$ cat src/ext_irq_regs.svh
/*
 * Register map, field positions and constants of the external interrupt latch.
 * Assumes inclusion by bare name from the package, which the design module imports.
 */
`ifndef EXT_IRQ_REGS_SVH
`define EXT_IRQ_REGS_SVH

// ****************************************
// Register map
// ****************************************
`define EXT_INT_STATUS_CONTROL_REG_ADDR 4'h0
`define BREAK_FLAG_CONTROL_REG_ADDR     4'h1
`define EXT_INT_ADDR_W                  4

// ****************************************
// Field positions of the status/control and break flag control registers
// ****************************************
`define TRIGGER_SENSE_SELECT_BIT 0
`define EXT_INT_MASK_BIT_POS     1
`define EXT_INT_ACK_BIT_POS      2
`define EXT_INT_EVENT_FLAG_POS   3
`define BREAK_CLEAR_ENABLE_POS   7

// ****************************************
// Reset values and vector
// ****************************************
`define EXT_INT_DATA_ZERO        8'h00
`define EXT_INT_VECTOR_HI_ADDR   16'hfffa
`define EXT_INT_VECTOR_LO_ADDR   16'hfffb

`endif

$ cat src/ext_irq_pkg.sv
/*
 * Types shared by the external interrupt latch.
 * Assumes ext_irq_regs.svh is on the include path.
 */
package ext_irq_pkg;
    `include "ext_irq_regs.svh"

    typedef logic [7:0]                  byte_t;
    typedef logic [`EXT_INT_ADDR_W-1:0]  addr_t;

    typedef struct packed {
        logic  pin_meta;
        logic  pin_sync;
        logic  pin_prev;
        logic  latch;
        logic  clr_pend;
        logic  mask;
        logic  mode;
        logic  break_clear_enable;
        byte_t rdata;
        logic  irq_req;
        logic  wake;
        logic  pin_level;
    } state_s;
endpackage

$ cat src/external_interrupt_latch.sv
/*
 * External interrupt latch: catches an active-low request pin, masks it and
 * hands it to the CPU priority logic, with a small register port.
 * Assumes a single core clock, a CPU that pulses vector_fetch when it reads
 * this interrupt's vector, and a break state level from the system unit.
 */
// What this block does
// - Falling pin edge sets the latch
// - Vector fetch clears the latch
// - Writing one to acknowledge clears latch
// - Reset clears the latch
// - Level mode: hold until cleared and pin high
// - Clear and pin release in either order
// - Edge mode: clear acts at once
// - Local mask withholds request from CPU
// - CPU global mask blocks request to CPU, not wake
// - Edge after acknowledge sets latch again
// - Vector sits at fffa and fffb
// - Pin level readable by branch instructions
// - Unmasked request wakes from wait
// - Unmasked request wakes from stop
// - Break protection blocks acknowledge writes
// - Clear during break stays after break
// - Acknowledge bit write-only, reads zero
// - Mask bit read/write, resets zero
// - Mode bit read/write, resets zero
// - Read-only flag shows latched event
`timescale 1ns/1ps
module external_interrupt_latch
    import ext_irq_pkg::*;
(
    input  wire logic        core_clk,       // Core clock, 250 MHz
    input  wire logic        resetn,         // Async reset, active low
    input  wire logic        irq_pin_n,      // External request pin, active low
    input  wire logic        vector_fetch,   // CPU fetching this vector, pulse
    input  wire logic        break_state,    // Break state active
    input  wire logic        cpu_int_mask,   // CPU global interrupt mask
    input  wire logic [3:0]  addr,           // Register address
    input  wire logic [7:0]  wdata,          // Write data
    input  wire logic        wr,             // Write strobe
    input  wire logic        rd,             // Read strobe
    output logic      [7:0]  rdata,          // Read data, cycle after rd
    output logic             irq_request,    // Request to CPU priority logic
    output logic             wake_request,   // Wake from wait or stop
    output logic             pin_level       // Synchronised pin level
);

    // ****************************************
    // State
    // ****************************************
    state_s s_q;
    state_s s_d;

    logic wr_scr;
    logic wr_brk;
    logic ack_clear;
    logic clr_evt;
    logic fall;

    always_comb begin
        s_d       = s_q;
        wr_scr    = wr && (addr == `EXT_INT_STATUS_CONTROL_REG_ADDR);
        wr_brk    = wr && (addr == `BREAK_FLAG_CONTROL_REG_ADDR);
        // Break protection only gates software clears, never fetches
        ack_clear = wr_scr && wdata[`EXT_INT_ACK_BIT_POS]
                    && (!break_state || s_q.break_clear_enable);
        clr_evt   = vector_fetch || ack_clear;
        fall      = s_q.pin_prev && !s_q.pin_sync;

        // Only the second and third stages feed logic
        s_d.pin_meta = irq_pin_n;
        s_d.pin_sync = s_q.pin_meta;
        s_d.pin_prev = s_q.pin_sync;

        // A new edge wins over a simultaneous clear
        if (fall) begin
            s_d.latch    = 1'b1;
            s_d.clr_pend = 1'b0;
        end else if (s_q.mode && !s_q.pin_sync) begin
            // Clear seen while pin low waits for pin release
            s_d.latch    = s_q.latch;
            s_d.clr_pend = s_q.clr_pend || (clr_evt && s_q.latch);
        end else if (clr_evt || s_q.clr_pend) begin
            s_d.latch    = 1'b0;
            s_d.clr_pend = 1'b0;
        end

        if (wr_scr) begin
            s_d.mask = wdata[`EXT_INT_MASK_BIT_POS];
            s_d.mode = wdata[`TRIGGER_SENSE_SELECT_BIT];
        end
        if (wr_brk) begin
            s_d.break_clear_enable = wdata[`BREAK_CLEAR_ENABLE_POS];
        end

        s_d.rdata = `EXT_INT_DATA_ZERO;
        if (rd && addr == `EXT_INT_STATUS_CONTROL_REG_ADDR) begin
            s_d.rdata[`EXT_INT_EVENT_FLAG_POS]   = s_q.latch;
            s_d.rdata[`EXT_INT_MASK_BIT_POS]     = s_q.mask;
            s_d.rdata[`TRIGGER_SENSE_SELECT_BIT] = s_q.mode;
        end else if (rd && addr == `BREAK_FLAG_CONTROL_REG_ADDR) begin
            s_d.rdata[`BREAK_CLEAR_ENABLE_POS]   = s_q.break_clear_enable;
        end

        // CPU vectors to fffa/fffb on this request
        s_d.irq_req   = s_q.latch && !s_q.mask && !cpu_int_mask;
        // Wake ignores the global mask, as the CPU does in wait and stop
        s_d.wake      = s_q.latch && !s_q.mask;
        s_d.pin_level = s_q.pin_sync;
    end

    always_ff @(posedge core_clk or negedge resetn) begin
        if (!resetn) begin
            s_q          <= '0;
            s_q.pin_meta <= 1'b1;
            s_q.pin_sync <= 1'b1;
            s_q.pin_prev <= 1'b1;
            s_q.pin_level <= 1'b1;
        end else begin
            s_q <= s_d;
        end
    end

    assign rdata        = s_q.rdata;
    assign irq_request  = s_q.irq_req;
    assign wake_request = s_q.wake;
    assign pin_level    = s_q.pin_level;

    logic ack_try;
    assign ack_try = wr && (addr == `EXT_INT_STATUS_CONTROL_REG_ADDR)
                     && wdata[`EXT_INT_ACK_BIT_POS];
endmodule

$ cat config.mk
export PLATFORM = sky130hd
export DESIGN_NAME = external_interrupt_latch
export DESIGN_NICKNAME = d
export VERILOG_FILES = /design/src/ext_irq_pkg.sv /design/src/external_interrupt_latch.sv
export VERILOG_INCLUDE_DIRS = /design/src
export SDC_FILE = /design/constraint.sdc
export NUM_CORES = 1
export LEC_CHECK = 0
export BUFFER_PORTS_ARGS = -buffer_cell sky130_fd_sc_hd__buf_4
export CAP_MARGIN = 20
export CORE_MARGIN = 2
export CORE_UTILIZATION = 25
export CTS_CLUSTER_SIZE = 12
export DETAILED_ROUTE_END_ITERATION = 16
export GPL_ROUTABILITY_DRIVEN = 0
export PLACE_DENSITY = 0.54
export SKIP_CTS_REPAIR_TIMING = 1
export SYNTH_ARGS = -nofsm -noshare
export SYNTH_HDL_FRONTEND = slang
export SYNTH_SLANG_ARGS = --single-unit
$ cat constraint.sdc
create_clock -name core_clk -period 1.5 [get_ports core_clk]
set_input_delay 0.15 -clock core_clk [delete_from_list [all_inputs] [get_ports core_clk]]
set_output_delay 0.15 -clock core_clk [all_outputs]
set_load 0.05 [all_outputs]
# Word level (Yosys, flattened, before mapping)

Index checks and enable logic that the tools add are counted.

Input bits: 20
Bits in registers: 14
Output and inout port bits: 11

Mux-type cells: 7
Reductions and logical operators: 23
Eq/ne operators: 2

Operator list:

| cell                 | number |
|---|---|
| $logic_and A1 B1 Y1  | 11 |
| $mux W2              | 4 |
| $eq A4 B1 Y1 const B | 1 |
| $logic_not A1 Y1     | 4 |
| $logic_not A4 Y1     | 1 |
| $logic_or A1 B1 Y1   | 4 |
| $mux W1              | 3 |
| $reduce_bool A3 Y1   | 1 |
| $ne A2 B2 Y1 const B | 1 |
| $reduce_and A2 Y1    | 1 |
| $reduce_bool A2 Y1   | 1 |

# Depth between registers and ports, before layout

Gate-level depths: netlist of the first run.

Depth in word-level cells: 9
Depth in mapped cells: 3
Gate-level depth less buffers: 3

# Worst setup path after synthesis of the first run

Ideal clock, no wire load.

Path type: reg-to-reg
From: register, netlist name pin_level
To: register s_q[14] (netlist bit)
Buffers on the path: 0
Data arrival time: 865 ps
Library setup time: 131 ps
Slack: 504 ps
Stages on the path, launching flop included: 4
Cells stage by stage: dfstp_2 > nor2_1 > o211ai_1 > a21oi_1

RTL lines:

| element   | RTL line                       | source |
|---|---|---|
| to (decl) | external_interrupt_latch.sv:51 | `state_s s_q;` |

# Worst setup path in the final report of the first run

From: register, netlist name pin_level
To: output port pin_level

RTL lines:

| element   | RTL line                       | source |
|---|---|---|
| to (decl) | external_interrupt_latch.sv:45 | `output logic pin_level` |

No word-level cell between the ends.

==> key figures, run 1 <==
Drt
  – Iter 0 DRT Violations: 6
  – Vias post-DR: 387
  – Post-route DRC: 0
  – Avg WL per Cell: 10.3 um
  – Post-Route WL: 1000 um
  – DR vias/cell: 3.99
  – DRT Pass-1 Iters: 4
  – Antenna Nets Post-Route: 0

Global route
  – First-pass GRT wire length: 1770 um
  – Largest net degree at the start of global routing: 15
  – GRT overflow: 0
  – Vias in the first global route: 402
  – Initial antenna violation count: 0
  – Total GRT Usage: 9.26%

Finish
  – Layout Nets: 90
  – Layout fillers: 230
  – Final Cell Area: 798 sq um
  – P&R area growth vs syn: 35.2%
  – Diodes inserted: 0
  – Share of cells above drive strength 1: 49.3%

STA
  – Fin. Hold Viols: 0
  – Final setup margin: 0.333 ns
  – Slew Limit Fails: 0
  – Period utilization: 77.8%
  – Final worst path period need: 1.17 ns
  – Setup Viol. Count Final: 0
  – RSZ-0062 raised after global routing: false
  – Fin Hold WS: 0.0833 ns
  – Setup TNS: 0 ns
  – Clock Skew: 0.000786 ns
  – Peak Freq: 857 MHz

Synth
  – Post-synth EDFFs: 0
  – Main synth FF type: dfrtp_1
  – Flops & latches, synth: 14
  – Cell variety after synth: 20
  – Yosys top cell by area: dfrtp_1
  – Synth top cells by count: 11 x dfrtp_1, 8 x buf_4, 3 x and3_2, 3 x dfstp_2
  – FFs w/ async S/R, synth: 100%
  – Sequential area share after synthesis: 60.0%
  – Synth Instances: 45
  – Mean area per synthesized cell: 13.1 sq um
  – Yosys top cell area share: 46.6%
  – Synthesized cell area: 591 sq um
  – Top post-synthesis cells by area: dfrtp_1 47%, dfstp_2 13%, buf_4 10%
  – Most common cell in the netlist: dfrtp_1
  – YS warnings: 0

Status
  – Status: finished, final reports clean

Clocking
  – Clk root buf: clkbuf_4
  – Worst-Skew Late Latency: 0.27 ns
  – TritonCTS Buffers: 3
  – TritonCTS clock tree: built
  – Clock transition at path regs: 0.08 ns
  – # clock sinks: 14
  – H-tree levels: 1
  – Clock Path Buffers: 2

Setup path
  – Max incr delay on CP: 0.55 ns
  – R2R setup slack: 0.64 ns
  – CP Class: reg -> out
  – Slowest cell on crit path: dfstp_2
  – Crit Path Max Fanout: 3
  – Critical path required time: 1.35 ns
  – CP cell instances: buf_4
  – Worst path arrival time: 1.02 ns
  – Buf/Inv on CP: 1
  – Startpoint types: flip-flop
  – Crit end category: output port
  – CP top delay family: flip-flops

Flow run
  – Max_cap viols: 0

Floorplan
  – Rows: 17
  – Die height: 52.6 um
  – Die width: 52.6 um
  – IO Pins: 31
  – Core Area: 0.00223 sq mm
  – Die area: 0.00277 sq mm
  – Initial core utilization: 26.4%

Placement
  – Post-DP Area: 742 sq um
  – Place WS: 0.292 ns
  – IO buf count: 22

Min path
  – Class of the worst hold path: in -> reg

Power
  – Static leakage: 0.393 nW
  – Worst vdd ir: 0.527 mV
  – Power Density: 1020 mW/mm^2
==> kinds of logic (layout without fill, tap and decap cells) <==
logic type,Yosys count,in the layout,share of synthesized area [%]
compound gates,5,5,5.93
mux,3,3,6.35
other cells,1,4,0.635
simple gates,13,13,16.3
buf+inv,9,30,10.8
flops,14,14,60.0
==> final timing paths <==
check / from / endpoint / depth (start not counted)
setup / recovery: pin_level / pin_level / 1
hold / removal: wdata[0] / s_q[12] / 2
setup reg to reg: s_q[11] / s_q[15] / 2
hold reg to reg: s_d[17] / s_d[0] / 0
max in group asynchronous: resetn / s_d[17] / 2
min in group asynchronous: resetn / s_q[12] / 2
==> cells in the final DEF (no fill, tap or decap) <==
cell type	synthesis	layout
nor4b_1	1	1
dfrtp_1	11	11
clkbuf_1	0	1
and3_2	3	3
conb_1	1	4
inv_1	1	1
nand2_1	1	1
o2111ai_1	1	1
nor3b_1	1	1
o2bb2ai_1	1	1
buf_4	8	22
and3_1	1	1
nor2b_1	2	2
clkbuf_4	0	3
dfstp_2	3	3
a21oi_1	2	2
nor4_4	1	1
o211ai_1	1	1
mux2_1	2	2
nor2_1	2	2
mux2_4	1	1
nand2_2	1	1
dlygate4sd3_1	0	3
==> routing by layer <==
metal / share of wire, % / track usage, %
met1: 45 / 10.2
met2: 46 / 14.4
met3: 7.4 / 5.43
met4: 1.2 / 3.85
met5: 0 / 0
==> power breakdown <==
group	switching (mW)	internal, mW	total, mW
clock network	0.111	0.103	0.214
logic	0.0904	0.0689	0.159
registers	0.0242	0.415	0.439
total	0.226	0.587	0.813
==> per-stage QoR <==
step / utilization, % / total power, mW / cells
final: 35.7 / 0.813 / 97
after global placement: 33.2 / 0.600 / 90
after detailed placement: 33.2 / 0.603 / 90
after floorplan: - / 0.542 / 48
after CTS: 34.4 / 0.824 / 94
after global routing: 35.7 / 0.871 / 97
==> flip-flops by register name, indices dropped and copies added, names as in the netlist <==
name          cells
s_d               2
s_q               5
irq_request       1
pin_level         1
rdata             4
wake_request      1
==> cell type report <==
type	count	area, sq um	share of cell area (%)
clock buffer	4	26.3	3.29
multi-input combinational	25	184	23.0
timing repair buffer	25	195	24.5
tap	28	35.0	4.39
inverter	1	3.75	0.470
sequential	14	354	44.4
No activity file was read; power rests on OpenSTA's default activity.
==> run 2, diff against run 1 <==
PLACE_DENSITY = 0.56   (was 0.54)
clock period = 1 ns   (was 1.5 ns; I/O delays follow)
==> key figures, run 2 (synthesized netlist as in run 1, its figures left out) <==
Power
  – Part of the power in registers: 51.1%
  – Clock Power Share: 30.2%
  – Tot Pwr: 1.29 mW
  – Net Sw Frac: 26.4%
  – Int Pwr: 0.952 mW
  – Sw Pwr: 0.341 mW
  – Logic pwr share: 18.7%
  – Static leakage: 0.407 nW
  – Power Density: 1570 mW/mm^2
  – Worst vdd ir: 1.11 mV

Global route
  – GRT overflow: 0
  – Total GRT Usage: 8.21%
  – Largest net degree at the start of global routing: 15
  – Initial antenna violation count: 0
  – First-pass GRT wire length: 1570 um
  – Vias in the first global route: 370

Setup path
  – CP Class: reg -> out
  – FF-to-FF End: s_q[14]
  – CP cell instances: buf_8
  – Buf/Inv on CP: 1
  – Crit Path Max Fanout: 3
  – Startpoint types: flip-flop
  – CP top delay family: flip-flops
  – Max incr delay on CP: 0.57 ns
  – Worst path arrival time: 1.00 ns
  – Slowest cell on crit path: dfstp_2
  – R2R setup slack: 0.12 ns
  – R2r startpoint: pin_level
  – Crit end category: output port
  – Path depth of the worst reg2reg path: 3
  – Critical path required time: 0.90 ns

Clocking
  – Clk root buf: clkbuf_4
  – TritonCTS Buffers: 3
  – Clock transition at path regs: 0.08 ns
  – Worst-Skew Late Latency: 0.27 ns
  – H-tree levels: 1
  – # clock sinks: 14
  – Clock Path Buffers: 2
  – TritonCTS clock tree: built

STA
  – Peak Freq: 913 MHz
  – Fin Hold WS: 0.0304 ns
  – Fin. Hold Viols: 0
  – Final worst path period need: 1.10 ns
  – Clock Skew: 0.00231 ns
  – Period utilization: 110%
  – RSZ-0062 raised after global routing: true
  – Setup Viol. Count Final: 1
  – Final setup margin: -0.0958 ns
  – Slew Limit Fails: 0

Floorplan
  – Initial core utilization: 26.4%
  – Die area: 0.00277 sq mm
  – IO Pins: 31
  – Core Area: 0.00223 sq mm
  – Die height: 52.6 um
  – Rows: 17
  – Die width: 52.6 um

Finish
  – Diodes inserted: 0
  – Max FFs per register: 5
  – Share of cells above drive strength 1: 51.4%
  – Commonest non-fill, non-tap cell in the layout: buf_4
  – Layout Nets: 91
  – Register with the most flip-flops: s_q
  – P&R area growth vs syn: 39.4%
  – Most frequent cells in the layout: 22 x buf_4, 11 x dfrtp_1, 4 x conb_1

Drt
  – Antenna Nets Post-Route: 0
  – DRT Pass-1 Iters: 4
  – Iter 0 DRT Violations: 2
  – Vias post-DR: 394
  – Avg WL per Cell: 9.62 um
  – DR vias/cell: 4.02
  – Post-Route WL: 943 um
  – Post-route DRC: 0

Min path
  – Hold Crit Start: wdata[0]
  – Class of the worst hold path: in -> reg
  – Hold endpoint: s_q[12]
  – Min-Delay Path Depth: 2

Status
  – Failing checks: negative setup slack
  – Status: complete, but fails checks

Flow run
  – Max_cap viols: 0

Placement
  – Post-DP HPWL: 766 um
  – IO buf count: 22
  – Place WS: -0.184 ns
run 2: cell types whose count changed in the layout (fill, tap and decap cells not counted):
cell      change
clkbuf_8      +1
buf_8         +1
clkbuf_1      -1
run 2: area by class of cell:
class | count | area, sq um
repair buffers | 26 | 210
inverters | 1 | 3.75
fillers | 227 | 1410
clock buffers | 4 | 36.3
well taps | 28 | 35.0
multi-input cells | 25 | 184
flip-flops and latches | 14 | 354
run 2: worst max-delay path by stage:
stage                          from   endpoint  slack (ns)  cells after the start
after floorplan           pin_level    s_q[14]       0.004                      3
after global placement      addr[1]    s_q[11]       -0.17                      4
after detailed placement    addr[1]    s_q[11]       -0.18                      4
final                     pin_level  pin_level        -0.1                      1
after global routing      pin_level  pin_level       -0.13                      1
after CTS                 pin_level  pin_level       -0.14                      1
run 2: routing by layer:
layer | share of wire (%) | GRT usage, % | vias up
met5 | 0 | 0 | -
met3 | 11 | 5.14 | 0
met2 | 46 | 12.7 | 21
li1 | - | - | 193
met1 | 43 | 9.77 | 180
met4 | 0 | 1.28 | 0
run 2: through the flow:
step                      utilization [%]  TNS [ns]  instance area [sq um]  std cells
after floorplan                         -         0                    602         48
after global placement               33.6    -0.465                    749         91
after detailed placement             33.6    -0.555                    749         91
after CTS                            35.2    -0.136                    786         95
after global routing                 36.9    -0.133                    823         98
final                                36.9   -0.0958                    823         98
run 2: power groups by stage:
stage	clock (mW)	combinational (mW)	sequential [mW]
4_1_cts	0.407	0.233	0.660
6_report	0.390	0.242	0.660
3_3_place_gp	0	0.230	0.671
5_1_grt	0.432	0.262	0.668
2_1_floorplan	0	0.110	0.703
3_5_place_dp	0	0.233	0.671
